<file path="config.mk">
export PLATFORM = sky130hd
export DESIGN_NAME = adcrg_top
export DESIGN_NICKNAME = d
export VERILOG_FILES = /design/src/inc/adcrg_pkg.sv /design/src/core/adcrg_top.sv
export SDC_FILE = /design/constraint.sdc
export NUM_CORES = 1
export LEC_CHECK = 0
export ABC_AREA = 1
export BUFFER_PORTS_ARGS = -buffer_cell sky130_fd_sc_hd__clkbuf_2
export CORE_MARGIN = 2
export CORE_UTILIZATION = 64
export CTS_BUF_LIST = sky130_fd_sc_hd__clkbuf_16
export CTS_CLUSTER_SIZE = 24
export DETAILED_ROUTE_END_ITERATION = 7
export PLACE_DENSITY_LB_ADDON = 0.1
export SLEW_MARGIN = 20
export SYNTH_ARGS = -nofsm -noshare
export SYNTH_HDL_FRONTEND = slang
export SYNTH_SLANG_ARGS = --single-unit
</file>
<file path="constraint.sdc">
create_clock -name clk -period 10.8 [get_ports clk]
set_input_delay 0.54 -clock clk [delete_from_list [all_inputs] [get_ports clk]]
set_output_delay 0.54 -clock clk [all_outputs]
set_load 0.03 [all_outputs]
</file>
<file path="src/inc/adcrg_pkg.sv">
package adcrg_pkg;
    // ==========================================================
    // widths and counts
    localparam int unsigned DATA_W = 10;
    localparam int unsigned RES_W = 11;
    localparam int unsigned NUM_CH = 8;
    localparam int unsigned NUM_RES = 4;
    localparam int unsigned NUM_SRC = 2;
    localparam int unsigned NUM_LINES = 2;
    localparam int unsigned NUM_TRIG = 8;

    // ==========================================================
    // register byte offsets
    localparam logic [7:0] OFS_MISC = 8'h00;
    localparam logic [7:0] OFS_GLOB = 8'h04;
    localparam logic [7:0] OFS_BOUND = 8'h08;
    localparam logic [7:0] OFS_CHPTR = 8'h0c;
    localparam logic [7:0] OFS_EVPTR = 8'h10;
    localparam logic [7:0] OFS_RESCTL = 8'h14;
    localparam logic [7:0] OFS_TRIG = 8'h18;
    localparam logic [7:0] OFS_VALID = 8'h1c;
    localparam logic [2:0] OFS_CHCTL_HI = 3'h1;
    localparam logic [3:0] OFS_NORM_HI = 4'h4;
    localparam logic [3:0] OFS_ACCU_HI = 4'h5;

    // ==========================================================
    // field positions
    localparam int unsigned MISC_STORE_BIT = 0;
    localparam int unsigned MISC_TRIG1_BIT = 6;
    localparam int unsigned MISC_TRIG0_BIT = 7;
    localparam int unsigned GLOB_WIDTH_BIT = 6;
    localparam int unsigned BOUND_A_LSB = 0;
    localparam int unsigned BOUND_B_LSB = 16;
    localparam int unsigned RESCTL_FILT_LSB = 0;
    localparam int unsigned RESCTL_EV_LSB = 4;
    localparam int unsigned RESCTL_SRC_LSB = 8;
    localparam int unsigned TRIG_FIELD_W = 4;
    localparam int unsigned TRIG_BYP_OFS = 3;
    localparam int unsigned CHCTL_LCC_LSB = 0;
    localparam int unsigned CHCTL_SEL_LSB = 4;
    localparam int unsigned EV_SEQ = 0;
    localparam int unsigned EV_PAR = 1;
    localparam int unsigned EV_RES0 = 4;

    // ==========================================================
    // reset values
    localparam logic [7:0] MISC_RST = 8'h00;
    localparam logic WIDTH_RST = 1'b0;
    localparam logic [DATA_W-1:0] BOUND_RST = 10'h000;
    localparam logic [2:0] LCC_RST = 3'h0;

    // ==========================================================
    // limit condition codes
    localparam logic [2:0] LCC_NONE = 3'h0;
    localparam logic [2:0] LCC_NOT_A1 = 3'h1;
    localparam logic [2:0] LCC_NOT_A2 = 3'h2;
    localparam logic [2:0] LCC_NOT_A3 = 3'h3;
    localparam logic [2:0] LCC_ALWAYS = 3'h4;
    localparam logic [2:0] LCC_IN_A1 = 3'h5;
    localparam logic [2:0] LCC_IN_A2 = 3'h6;
    localparam logic [2:0] LCC_IN_A3 = 3'h7;
endpackage

</file>
<file path="src/core/adcrg_top.sv">
// How it works
// RULE_01 - compare result with boundary a, then boundary b, on valid store
// RULE_02 - below both is area one, above both area three, else two
// RULE_03 - condition code picks none, not-area, always or in-area trigger
// RULE_04 - met condition after conversion raises its channel interrupt, one at once
// RULE_05 - each of eight channels has a pointer choosing its service line
// RULE_06 - counter zero: reload from filter bit, add zero, store sum
// RULE_07 - filter off: every store makes result event and valid flag
// RULE_08 - filter on: first of pair makes no event and no valid
// RULE_09 - counter one: add to stored value, decrement, store, event, valid
// RULE_10 - result path takes same cycles with filter on or off
// RULE_11 - at most two results summed into eleven-bit registers
// RULE_12 - four result registers, each channel selects its target register
// RULE_13 - accumulated view gives full width, normal view the usual width
// RULE_14 - normal view of accumulated sum drops its top bit
// RULE_15 - two service lines, each an OR of routed pulses
// RULE_16 - source events and result events gated, each with line pointer
// RULE_17 - events 0,1 are sources, 4 to 7 result registers
// RULE_18 - each source picks one of eight trigger inputs by select
// RULE_19 - per-source bit bypasses trigger synchroniser stages
// RULE_20 - timer units drive trigger inputs two to seven
// RULE_21 - control bit 6 picks trigger one: timer a or b channel 5
// RULE_22 - control bit 7 picks trigger zero source
// RULE_23 - bit 7 zero is period match, one overflow, zero after reset
// RULE_24 - every interrupt and event is a one-cycle pulse
// RULE_25 - width bit zero gives ten-bit results, one gives eight-bit
module adcrg_top (
    input wire logic clk,
    input wire logic sys_rst,
    input wire logic [7:0] avs_address,
    input wire logic avs_read,
    input wire logic avs_write,
    input wire logic [31:0] avs_writedata,
    output logic [31:0] avs_readdata,
    output logic avs_waitrequest,
    input wire logic convDone,
    input wire logic [2:0] convChannel,
    input wire logic convSource,
    input wire logic [9:0] convData,
    input wire logic periodMatchA,
    input wire logic overflowB,
    input wire logic compareMatchA,
    input wire logic compareMatchB5,
    input wire logic [5:0] timerTrig,
    output logic [1:0] sourceTrigger,
    output logic [1:0] serviceRequest,
    output logic resultWidthSelect,
    output logic dataStoreEnable
);
    // ==========================================================
    // state
    logic waitReq_r;
    logic [31:0] readData_r;
    logic [7:0] misc_r;
    logic widthSel_r;
    logic [9:0] boundA_r;
    logic [9:0] boundB_r;
    logic [7:0] chanPtr_r;
    logic [7:0] evPtr_r;
    logic [3:0] filterEn_r;
    logic [3:0] resEvEn_r;
    logic [1:0] srcEvEn_r;
    logic [7:0] trigCtl_r;
    logic [3:0] validFlag_r;
    logic [3:0] redCnt_r;
    logic [1:0] srq_r;
    logic [1:0] srcTrig_r;
    logic [2:0] lcc_r [8];
    logic [1:0] resSel_r [8];
    logic [10:0] result_r [4];

    // ==========================================================
    // bus decode: one wait cycle, write lands when waitrequest low
    wire busReq = avs_read || avs_write;
    wire wrAcc = avs_write && !waitReq_r;
    wire rdTake = avs_read && waitReq_r;
    wire wrMisc = wrAcc && (avs_address == adcrg_pkg::OFS_MISC);
    wire wrGlob = wrAcc && (avs_address == adcrg_pkg::OFS_GLOB);
    wire wrBound = wrAcc && (avs_address == adcrg_pkg::OFS_BOUND);
    wire wrChPtr = wrAcc && (avs_address == adcrg_pkg::OFS_CHPTR);
    wire wrEvPtr = wrAcc && (avs_address == adcrg_pkg::OFS_EVPTR);
    wire wrResCtl = wrAcc && (avs_address == adcrg_pkg::OFS_RESCTL);
    wire wrTrig = wrAcc && (avs_address == adcrg_pkg::OFS_TRIG);
    wire wrValid = wrAcc && (avs_address == adcrg_pkg::OFS_VALID);
    wire isChCtl = (avs_address[7:5] == adcrg_pkg::OFS_CHCTL_HI) && (avs_address[1:0] == 2'h0);
    wire isNorm = (avs_address[7:4] == adcrg_pkg::OFS_NORM_HI) && (avs_address[1:0] == 2'h0);
    wire isAccu = (avs_address[7:4] == adcrg_pkg::OFS_ACCU_HI) && (avs_address[1:0] == 2'h0);
    wire [2:0] chIdx = avs_address[4:2];
    wire [1:0] rIdx = avs_address[3:2];

    // ==========================================================
    // result path, one edge from convDone to store in both modes
    // RULE_12 target register select
    wire [1:0] tgt = resSel_r[convChannel];
    // RULE_25 width of incoming value
    wire [9:0] inData = widthSel_r ? {2'h0, convData[7:0]} : convData;
    wire accum = redCnt_r[tgt];
    // RULE_06 add zero when counter is zero
    wire [10:0] base = accum ? result_r[tgt] : 11'h000;
    // RULE_11 two values of ten bits fit eleven
    wire [10:0] sum = base + {1'b0, inData};
    // RULE_07 valid store when filter off or pair complete
    wire storeValid = convDone && (accum || !filterEn_r[tgt]);

    // ==========================================================
    // limit check against both boundaries
    // RULE_01 boundary a first, then b
    wire lowA = sum < {1'b0, boundA_r};
    wire lowB = sum < {1'b0, boundB_r};
    wire highA = sum > {1'b0, boundA_r};
    wire highB = sum > {1'b0, boundB_r};
    // RULE_02 area classification
    wire area1 = lowA && lowB;
    wire area3 = highA && highB;
    wire area2 = !area1 && !area3;
    logic limitHit;

    // RULE_03 condition decode
    always_comb begin
        case (lcc_r[convChannel])
            adcrg_pkg::LCC_NONE: limitHit = 1'b0;
            adcrg_pkg::LCC_NOT_A1: limitHit = !area1;
            adcrg_pkg::LCC_NOT_A2: limitHit = !area2;
            adcrg_pkg::LCC_NOT_A3: limitHit = !area3;
            adcrg_pkg::LCC_ALWAYS: limitHit = 1'b1;
            adcrg_pkg::LCC_IN_A1: limitHit = area1;
            adcrg_pkg::LCC_IN_A2: limitHit = area2;
            adcrg_pkg::LCC_IN_A3: limitHit = area3;
            default: limitHit = 1'b0;
        endcase
    end

    // ==========================================================
    // event and interrupt pulses, one cycle each
    // RULE_04 channel interrupt on met condition
    wire chanIrq = storeValid && limitHit;
    wire [7:0] evPulse;
    logic [1:0] srqNxt;
    // RULE_16 RULE_17 source events 0 and 1
    assign evPulse[adcrg_pkg::EV_SEQ] = convDone && !convSource && srcEvEn_r[0];
    assign evPulse[adcrg_pkg::EV_PAR] = convDone && convSource && srcEvEn_r[1];
    assign evPulse[3:2] = 2'h0;

    genvar gr;
    generate
        for (gr = 0; gr < 4; gr++) begin : g_res
            // RULE_16 RULE_17 result events 4 to 7
            assign evPulse[adcrg_pkg::EV_RES0 + gr] = storeValid && (tgt == 2'(gr)) && resEvEn_r[gr];

            // result store, counter and valid flag for this register
            always_ff @(posedge clk or posedge sys_rst) begin
                if (sys_rst) begin
                    result_r[gr] <= 11'h000;
                    redCnt_r[gr] <= 1'b0;
                    validFlag_r[gr] <= 1'b0;
                end else begin
                    // RULE_06 RULE_09 RULE_10 reload or decrement, same edge in either mode
                    if (convDone && tgt == 2'(gr)) begin
                        result_r[gr] <= sum;
                        redCnt_r[gr] <= accum ? 1'b0 : filterEn_r[gr];
                    end
                    // RULE_07 RULE_08 set wins over clear
                    if (storeValid && tgt == 2'(gr))
                        validFlag_r[gr] <= 1'b1;
                    else if (wrValid && avs_writedata[gr])
                        validFlag_r[gr] <= 1'b0;
                end
            end
        end
    endgenerate

    // RULE_15 RULE_05 OR of routed pulses per line
    always_comb begin
        srqNxt = 2'h0;
        for (int e = 0; e < 8; e++) begin
            if (evPulse[e])
                srqNxt[evPtr_r[e]] = 1'b1;
        end
        if (chanIrq)
            srqNxt[chanPtr_r[convChannel]] = 1'b1;
    end

    // ==========================================================
    // per-channel control
    genvar gc;
    generate
        for (gc = 0; gc < 8; gc++) begin : g_ch
            always_ff @(posedge clk or posedge sys_rst) begin
                if (sys_rst) begin
                    lcc_r[gc] <= adcrg_pkg::LCC_RST;
                    resSel_r[gc] <= 2'h0;
                end else if (wrAcc && isChCtl && chIdx == 3'(gc)) begin
                    lcc_r[gc] <= avs_writedata[adcrg_pkg::CHCTL_LCC_LSB +: 3];
                    resSel_r[gc] <= avs_writedata[adcrg_pkg::CHCTL_SEL_LSB +: 2];
                end
            end
        end
    endgenerate

    // ==========================================================
    // external triggers
    wire [7:0] trigVec;
    // RULE_22 RULE_23 trigger zero source
    assign trigVec[0] = misc_r[adcrg_pkg::MISC_TRIG0_BIT] ? overflowB : periodMatchA;
    // RULE_21 trigger one source
    assign trigVec[1] = misc_r[adcrg_pkg::MISC_TRIG1_BIT] ? compareMatchB5 : compareMatchA;
    // RULE_20 timer events on two to seven
    assign trigVec[7:2] = timerTrig;
    wire [1:0] trigSelBit;

    genvar gs;
    generate
        for (gs = 0; gs < 2; gs++) begin : g_src
            logic syncA_r;
            logic syncB_r;
            // RULE_18 eight-way trigger select
            assign trigSelBit[gs] = trigVec[trigCtl_r[gs * adcrg_pkg::TRIG_FIELD_W +: 3]];

            // two-stage synchroniser, first stage feeds only the second
            always_ff @(posedge clk or posedge sys_rst) begin
                if (sys_rst) begin
                    syncA_r <= 1'b0;
                    syncB_r <= 1'b0;
                    srcTrig_r[gs] <= 1'b0;
                end else begin
                    syncA_r <= trigSelBit[gs];
                    syncB_r <= syncA_r;
                    // RULE_19 bypass for already-synchronous triggers
                    srcTrig_r[gs] <= trigCtl_r[gs * adcrg_pkg::TRIG_FIELD_W + adcrg_pkg::TRIG_BYP_OFS]
                        ? trigSelBit[gs] : syncB_r;
                end
            end
        end
    endgenerate

    // ==========================================================
    // read mux, unmapped reads as zero
    logic [31:0] rdNxt;
    always_comb begin
        rdNxt = 32'h0000_0000;
        if (avs_address == adcrg_pkg::OFS_MISC)
            rdNxt = {24'h0, misc_r[7:6], 5'h00, misc_r[adcrg_pkg::MISC_STORE_BIT]};
        else if (avs_address == adcrg_pkg::OFS_GLOB)
            rdNxt = 32'(widthSel_r) << adcrg_pkg::GLOB_WIDTH_BIT;
        else if (avs_address == adcrg_pkg::OFS_BOUND)
            rdNxt = {6'h00, boundB_r, 6'h00, boundA_r};
        else if (avs_address == adcrg_pkg::OFS_CHPTR)
            rdNxt = {24'h0, chanPtr_r};
        else if (avs_address == adcrg_pkg::OFS_EVPTR)
            rdNxt = {24'h0, evPtr_r[7:4], 2'h0, evPtr_r[1:0]};
        else if (avs_address == adcrg_pkg::OFS_RESCTL)
            rdNxt = {22'h0, srcEvEn_r, resEvEn_r, filterEn_r};
        else if (avs_address == adcrg_pkg::OFS_TRIG)
            rdNxt = {24'h0, trigCtl_r};
        else if (avs_address == adcrg_pkg::OFS_VALID)
            rdNxt = {28'h0, validFlag_r};
        else if (isChCtl)
            rdNxt = {26'h0, resSel_r[chIdx], 1'b0, lcc_r[chIdx]};
        // RULE_13 RULE_14 normal view drops the sum's top bit
        else if (isNorm)
            rdNxt = widthSel_r ? {24'h0, result_r[rIdx][7:0]} : {22'h0, result_r[rIdx][9:0]};
        // RULE_13 accumulated view full width
        else if (isAccu)
            rdNxt = widthSel_r ? {23'h0, result_r[rIdx][8:0]} : {21'h0, result_r[rIdx]};
    end

    // bus handshake and read data
    always_ff @(posedge clk or posedge sys_rst) begin
        if (sys_rst) begin
            waitReq_r <= 1'b1;
            readData_r <= 32'h0000_0000;
        end else begin
            waitReq_r <= !(busReq && waitReq_r);
            if (rdTake)
                readData_r <= rdNxt;
        end
    end

    // software configuration registers
    always_ff @(posedge clk or posedge sys_rst) begin
        if (sys_rst) begin
            misc_r <= adcrg_pkg::MISC_RST;
            widthSel_r <= adcrg_pkg::WIDTH_RST;
            boundA_r <= adcrg_pkg::BOUND_RST;
            boundB_r <= adcrg_pkg::BOUND_RST;
            chanPtr_r <= 8'h00;
            evPtr_r <= 8'h00;
            {srcEvEn_r, resEvEn_r, filterEn_r} <= 10'h000;
            trigCtl_r <= 8'h00;
        end else begin
            if (wrMisc)
                misc_r <= avs_writedata[7:0] & 8'hc1;
            if (wrGlob)
                widthSel_r <= avs_writedata[adcrg_pkg::GLOB_WIDTH_BIT];
            if (wrBound) begin
                boundA_r <= avs_writedata[adcrg_pkg::BOUND_A_LSB +: 10];
                boundB_r <= avs_writedata[adcrg_pkg::BOUND_B_LSB +: 10];
            end
            if (wrChPtr)
                chanPtr_r <= avs_writedata[7:0];
            if (wrEvPtr)
                evPtr_r <= avs_writedata[7:0] & 8'hf3;
            if (wrResCtl)
                {srcEvEn_r, resEvEn_r, filterEn_r} <= avs_writedata[9:0];
            if (wrTrig)
                trigCtl_r <= avs_writedata[7:0];
        end
    end

    // RULE_24 pulses registered onto lines
    always_ff @(posedge clk or posedge sys_rst) begin
        if (sys_rst)
            srq_r <= 2'h0;
        else
            srq_r <= srqNxt;
    end

    assign avs_waitrequest = waitReq_r;
    assign avs_readdata = readData_r;
    assign serviceRequest = srq_r;
    assign sourceTrigger = srcTrig_r;
    assign resultWidthSelect = widthSel_r;
    assign dataStoreEnable = misc_r[adcrg_pkg::MISC_STORE_BIT];

    // ==========================================================
    // checks
    property p_first_store;
        @(posedge clk) disable iff (sys_rst)
        convDone && !accum |=> result_r[$past(tgt)] == {1'b0, $past(inData)};
    endproperty
    a_first_store: assert property (p_first_store) else $error("first store not plain value"); // RULE_06

    property p_filter_off_valid;
        @(posedge clk) disable iff (sys_rst)
        convDone && !filterEn_r[tgt] |=> validFlag_r[$past(tgt)];
    endproperty
    a_filter_off_valid: assert property (p_filter_off_valid) else $error("valid flag not set"); // RULE_07

    property p_first_no_event;
        @(posedge clk) disable iff (sys_rst)
        convDone && !accum && filterEn_r[tgt] |-> !storeValid ##1 redCnt_r[$past(tgt)];
    endproperty
    a_first_no_event: assert property (p_first_no_event) else $error("first of pair flagged"); // RULE_08

    property p_second_sum;
        @(posedge clk) disable iff (sys_rst)
        convDone && accum |=> result_r[$past(tgt)] == $past(result_r[tgt]) + 11'($past(inData))
            && !redCnt_r[$past(tgt)];
    endproperty
    a_second_sum: assert property (p_second_sum) else $error("pair sum wrong"); // RULE_09

    property p_always_irq;
        @(posedge clk) disable iff (sys_rst)
        storeValid && lcc_r[convChannel] == adcrg_pkg::LCC_ALWAYS |=> srq_r[$past(chanPtr_r[convChannel])];
    endproperty
    a_always_irq: assert property (p_always_irq) else $error("channel interrupt missing"); // RULE_04

    property p_area_excl;
        @(posedge clk) disable iff (sys_rst)
        convDone |-> (32'(area1) + 32'(area2) + 32'(area3)) == 1
            && area2 == ((sum >= {1'b0, boundA_r} || sum >= {1'b0, boundB_r})
            && (sum <= {1'b0, boundA_r} || sum <= {1'b0, boundB_r}));
    endproperty
    a_area_excl: assert property (p_area_excl) else $error("area not unique"); // RULE_02

    property p_srq_cause;
        @(posedge clk) disable iff (sys_rst)
        srq_r != 2'h0 |-> $past(convDone);
    endproperty
    a_srq_cause: assert property (p_srq_cause) else $error("service request without cause"); // RULE_15

    property p_bypass;
        @(posedge clk) disable iff (sys_rst)
        trigCtl_r[adcrg_pkg::TRIG_BYP_OFS] |=> srcTrig_r[0] == $past(trigSelBit[0]);
    endproperty
    a_bypass: assert property (p_bypass) else $error("bypass path wrong"); // RULE_19

    property p_sync_delay;
        @(posedge clk) disable iff (sys_rst)
        !trigCtl_r[adcrg_pkg::TRIG_BYP_OFS] [*4] |-> srcTrig_r[0] == $past(trigSelBit[0], 3);
    endproperty
    a_sync_delay: assert property (p_sync_delay) else $error("sync path depth wrong"); // RULE_19

    property p_trig0_src;
        @(posedge clk) disable iff (sys_rst)
        !misc_r[adcrg_pkg::MISC_TRIG0_BIT] |-> trigVec[0] == periodMatchA;
    endproperty
    a_trig0_src: assert property (p_trig0_src) else $error("trigger zero source wrong"); // RULE_23
endmodule

</file>
## Yosys cells after proc, flatten, opt, wreduce, memory -nomap -nowiden

Index checks and enable logic that the tools add are counted.

| cells by class | value |
|---|---|
| $add $sub $neg | 1 |
| order comparisons | 26 |
| equality and inequality tests | 27 |
| muxes and demuxes | 81 |
| bitwise logic cells | 10 |
| reduce and logical (&&, ||, !) cells | 73 |

Operator list:

| cell | count |
|---|---|
| $mux W11 | 14 |
| $mux W26 | 3 |
| $logic_and A1 B1 Y1 | 55 |
| $bmux W11 S2 | 2 |
| $eq A8 B5 Y1 const B | 4 |
| $mux W1 | 28 |
| $eq A3 B3 Y1 const B | 8 |
| $gt A11 B10 Y1 | 2 |
| $lt A11 B10 Y1 | 2 |
| $mux W2 | 11 |
| $mux W10 | 2 |
| $bmux W3 S3 | 2 |
| $eq A8 B4 Y1 const B | 2 |
| $lt A1 B2 Y1 const B | 7 |
| $bmux W2 S3 | 2 |
| $eq A3 B2 Y1 const B | 4 |
| $lt A3 B4 Y1 const B | 3 |
| $mux W3 | 4 |
| $or A2 B2 Y2 | 6 |
| $add A11 B10 Y11 | 1 |
| $bmux W1 S3 | 3 |
| $eq A3 B1 Y1 const B | 3 |
| $eq A4 B3 Y1 const B | 2 |
| $eq A8 B3 Y1 const B | 1 |
| 17 further kinds | 47 |

| storage, ports and cells | value |
|---|---|
| register bits after elaboration | 189 |
| input bits | 69 |
| logic and storage cells | 265 |

## Logic depth before layout (Yosys ltp)

| depth | value |
|---|---|
| word-level depth | 20 |
| depth in mapped cells | 40 |

## Worst setup path before layout

No wires, ideal clock.

| path | value |
|---|---|
| path kind | input to register |
| start | input convChannel[0] |
| end | register srq_r[0] (netlist: serviceRequest[0]) |
| library setup time | 120 ps |
| arrival time | 4434 ps |
| required time | 10680 ps |
| setup slack | 6247 ps |
| stages | 39 |
| cell sequence | buf_6 -> inv_4 -> buf_6 -> nand2_4 -> nand3_4 -> nand3_4 -> nand2_8 -> nand2_2 -> nand2_1 -> nand2_2 -> nand2_4 -> inv_2 -> buf_2 -> nor3_1 -> ha_1 -> inv_1 -> fa_1 -> inv_1 -> [... 3 more ...] -> nand2_1 -> inv_1 -> nand2_1 -> inv_1 -> a21oi_1 -> nand2_1 -> nand2_1 -> nand3_1 -> a21oi_1 -> nand2_1 -> inv_1 -> nand2_1 -> nand2_1 -> inv_2 -> nor2_1 -> nand2_1 -> nand3_1 -> nand2_1 |

| between the ends | value |
|---|---|
| elaborated cells on any way between the ends | 68 |
| those cells by class | add/sub: 1; order compare: 6; eq/ne: 10; mux: 24; bitwise: 6; reduce/logical: 21 |

RTL lines:

| element | line | RTL |
|---|---|---|
| start: declaration | adcrg_top.sv:37 | `input wire logic [2:0] convChannel,` |
| $not A3 Y4 (not written as such) * | adcrg_top.sv:94 | `wire [1:0] tgt = resSel_r[convChannel];` |
| $bmux W2 S3 * | adcrg_top.sv:94 |  |
| $mux W2 (not written as such) * (2 in series) | adcrg_top.sv:94 |  |
| $not A2 Y3 (not written as such) | adcrg_top.sv:99 | `wire [10:0] base = accum ? result_r[tgt] : 11'h000;` |
| $bmux W11 S2 | adcrg_top.sv:99 |  |
| $mux W11 (not written as such) (2 in series) | adcrg_top.sv:99 |  |
| $mux W11 * | adcrg_top.sv:99 |  |
| $add A11 B10 Y11 * | adcrg_top.sv:101 | `wire [10:0] sum = base + {1'b0, inData};` |
| net sum[6] | adcrg_top.sv:101 |  |
| [... 1 more ...] | n/a |  |
| $logic_and A1 B1 Y1 (on tied branches) | adcrg_top.sv:113, adcrg_top.sv:114 |  |
| $logic_not A1 Y1 (on tied branches) | adcrg_top.sv:115, adcrg_top.sv:122, adcrg_top.sv:124 |  |
| $logic_and A1 B1 Y1 | adcrg_top.sv:115 | `wire area2 = !area1 && !area3;` |
| $logic_not A1 Y1 | adcrg_top.sv:123 | `adcrg_pkg::LCC_NOT_A2: limitHit = !area2;` |
| $pmux W1 S8 * | adcrg_top.sv:120 | `case (lcc_r[convChannel])` |
| $logic_and A1 B1 Y1 * | adcrg_top.sv:136 | `wire chanIrq = storeValid && limitHit;` |
| $mux W2 * | adcrg_top.sv:179 | `if (chanIrq)` |
| net srqNxt[0] | adcrg_top.sv:138 | `logic [1:0] srqNxt;` |
| end signal: assignment | adcrg_top.sv:315 | `srq_r <= srqNxt;` |
| end: declaration | adcrg_top.sv:66 | `logic [1:0] srq_r;` |

Mark *: on every way through the listed nets, which the timed path passes. The rest lies on a longest branch. The select of a mux whose other input is x is not followed.
A chain may end at the register's enable or synchronous reset.

## Worst setup path in the final report

| path | value |
|---|---|
| start | input convChannel[0] |
| end | register srq_r[1] (netlist: serviceRequest[1]) |

Same word-level chain as after synthesis.

==> flow_summary_export.csv <==
group,metric,value,unit
status,status,"finished clean",
logic_synthesis,yosys.cell_types.count,52,
timing,fmax,181,MHz
routing,wl_per_cell,18.4,um
routing,drc,0,
worst_setup_path,crit_path_frequent_cell,"nand2_1",
logic_synthesis,syn_avg_cell_area,7.76,um2
power_and_ir_drop,pwr-share-seq,46.8,%
finish,drive_gt1_share,11.8,%
timing,tightest_slew,1.00,ns
finish,multi_input_area,4630,um2
global_route,gr-total-overflow,0,
routing,drt_iter0_drc,1171,
power_and_ir_drop,combPwrFrac,15.4,%
finish,syn_to_final_growth,10.3,%
floorplanning,start_util,65.3,%
global_route,grt_max_degree,111,
logic_synthesis,synth-edff-count,0,
placed_design,hpwl,20.0,mm
timing,setup_viol,0,
timing,period_minus_slack,5.51,ns
floorplanning,die_w,129,um
finish,num-nets-final,1443,
logic_synthesis,netlist_area,9930,um2
worst_setup_path,slowest_stage,"xor2_1",
logic_synthesis,async_flop_share,100,%
global_route,grt_pass1_vias,8525,
routing,vias,9285,
power_and_ir_drop,vdd_drop_max,0.000122,V
routing,wl,28.4,mm
cts,clkSinkCount,178,
worst_setup_path,start_kind,"primary input",
worst_setup_path,slowest_delay,0.52,ns
power_and_ir_drop,p_int,1.12,mW
finish,n_fill_cell,1253,
cts,cts_root_buffer,"clkbuf_16",
cts,cts_resized,0,
cts,htree_num_levels,4,
power_and_ir_drop,p_clk_share,37.8,%
worst_setup_path,end_kind,"flip-flop",
global_route,grt_first_pass_wirelength,44.5,mm
cts,clock_latency,0.44,ns
floorplanning,io_pins,108,
timing,slew_violations,0,
global_route,grt_use_total,35.5,%
global_route,antenna_found_initial,0,
worst_setup_path,rrSetupSlack,5.55,ns
worst_setup_path,crit_required,11.11,ns
cts,cts_tree,"done",
cts,cts_buffers,17,
floorplanning,coreArea,15200,um2
cts,cts_buffer_depth,2,
routing,dr.pass1.iters,8,
logic_synthesis,synthCells,1280,
floorplanning,die-area,16500,um2
finish,seq_area,4460,um2
worst_setup_path,worstPathMaxFanout,27,
cts,cts_setup_buffers,0,
floorplanning,chipHeight,129,um
floorplanning,fp-row-count,45,
power_and_ir_drop,swShare,31.0,%
timing,clock_skew,0.0117,ns
logic_synthesis,synth-main-ff-cell,"dfrtp_1",
worst_setup_path,path_class,"in -> reg",
placed_design,gp_congestion,0.968,
timing,rsz0062_at_grt,"no",
worst_setup_path,cp.arrival,5.83,ns
logic_synthesis,synth_seq_cells,178,
run,maxCapViolCount,0,
cts,cts.clk_slew.worst_paths,0.07,ns
finish,layout_commonest_cell,"nand2_1",
logic_synthesis,ys.warnings.count,0,
logic_synthesis,seq_area_frac_synth,44.9,%
placed_design,io_buffers,84,
cts,cts-hold-fix-buffers,0,
worst_setup_path,rr_worst_depth,30,
finish,final_cell_mix,"325 x nand2_1, 195 x o21ai_0, 177 x dfrtp_1",
routing,ant_nets,0,
timing,timing.final.hold_violations,0,
power_and_ir_drop,leakagePower,5.38,nW
worst_setup_path,r2r_start,"resSel_r[13]$_DFFE_PP0P_",
timing,min_period_over_period,51.0,%
finish,diodes,0,
timing,setup_tns,0,ns
routing,avgViaCountPerCell,6.01,
timing,whs,0.274,ns
timing,slew_headroom,32.9,%
min_path,hold_path.class,"in -> async",
power_and_ir_drop,power_density,148,nW/um2
power_and_ir_drop,p_switching,0.504,mW
worst_setup_path,rr_endpoint,"serviceRequest[1]$_DFF_PP0_",
worst max-delay path: cells and delay by family:
kind,cells,cell delay (ns)
xor+xnor,1,0.52
compound gates,6,1.28
simple gates,18,2.04
fa+ha+maj,2,0.62
buf+inv,3,0.79
cell families (layout without fill, tap and decap cells):
family                     Yosys count  after routing  synth area share, %
DFF                                178            178                 44.9
buffers and inverters              211            277                 8.86
adders and majority gates           31             31                 3.98
other                                1             11               0.0378
AOI/OAI and AO/OA                  357            357                 20.2
muxes                                2              2                0.202
xor gates and xnor gates             8              8                0.706
and+or+nand+nor                    492            492                 21.1
final cells by class:
type / count / share of cell area [%]
Timing Repair Buffer: 88 / 4.11
Clock inverter: 15 / 1.34
Clock buffer: 17 / 3.89
Multi-Input combinational cell: 901 / 42.3
Inverter: 157 / 5.50
Tap cell: 188 / 2.15
Sequential cell: 178 / 40.7
stage by stage:
step / power (mW) / cell area (um2) / util [%] / std cells / worst slack, ns
2_1_floorplan: 0.938 / 9960 / - / 1290 / 5.43
3_3_place_gp: 1.01 / 10400 / 68.2 / 1512 / 4.99
3_5_place_dp: 1.01 / 10400 / 68.2 / 1512 / 4.95
4_1_cts: 1.62 / 10900 / 72.0 / 1544 / 5.40
5_1_grt: 1.69 / 10900 / 72.0 / 1544 / 4.80
6_report: 1.62 / 10900 / 72.0 / 1544 / 5.29
synth_stat cells, types with 8 or more instances:
library cell	n	area (um2)
nand2_1	326	1220
o21ai_0	195	976
dfrtp_1	177	4430
inv_1	145	544
nor2_1	78	293
a21oi_1	60	300
o22ai_1	46	288
nand3_1	41	205
ha_1	30	375
clkbuf_1	27	101
buf_4	12	90.1
o21ai_1	12	60.1
nor3_1	11	55.1
buf_2	10	50.1
nand4_1	8	50.1
o211ai_1	8	60.1
o31ai_1	8	60.1
per-layer routing:
| metal | global-route usage, % | vias to the layer above | wire (um) |
|---|---|---|---|
| li1 | - | 4360 | - |
| met1 | 48.1 | 4312 | 11200 |
| met2 | 56.6 | 514 | 13200 |
| met3 | 5.86 | 99 | 2640 |
| met4 | 17.1 | 0 | 1250 |
| met5 | 0 | - | 0 |
state kept, by name (all words and copies together), names as in the netlist, 3 cells and up:
register      cells
result_r         44
lcc_r            24
avs_readdata     21
resSel_r         16
boundA_r         10
boundB_r         10
chanPtr_r         8
trigCtl_r         8
evPtr_r           6
filterEn_r        4
redCnt_r          4
resEvEn_r         4
validFlag_r       4
misc_r            3
power by group through the flow:
stage,combinational (mW),sequential [mW],clock [mW]
detailed placement,0.245,0.770,0
global route,0.277,0.766,0.642
floorplan,0.170,0.768,0
CTS,0.247,0.758,0.612
global placement,0.237,0.769,0
finish,0.251,0.760,0.614
worst max-delay path by stage:
stage	to	slack, ns	depth (start not counted)	start
2_1_floorplan	avs_readdata[0]$_DFFE_PP0P_	5.43	1	sys_rst
4_1_cts	serviceRequest[0]$_DFF_PP0_	5.40	30	convChannel[0]
6_report	serviceRequest[1]$_DFF_PP0_	5.29	30	convChannel[0]
3_5_place_dp	serviceRequest[0]$_DFF_PP0_	4.95	30	convChannel[0]
5_1_grt	serviceRequest[0]$_DFF_PP0_	4.80	33	convChannel[0]
3_3_place_gp	serviceRequest[0]$_DFF_PP0_	4.99	37	convChannel[0]
Note: power is estimated with default switching activity, not from simulation.
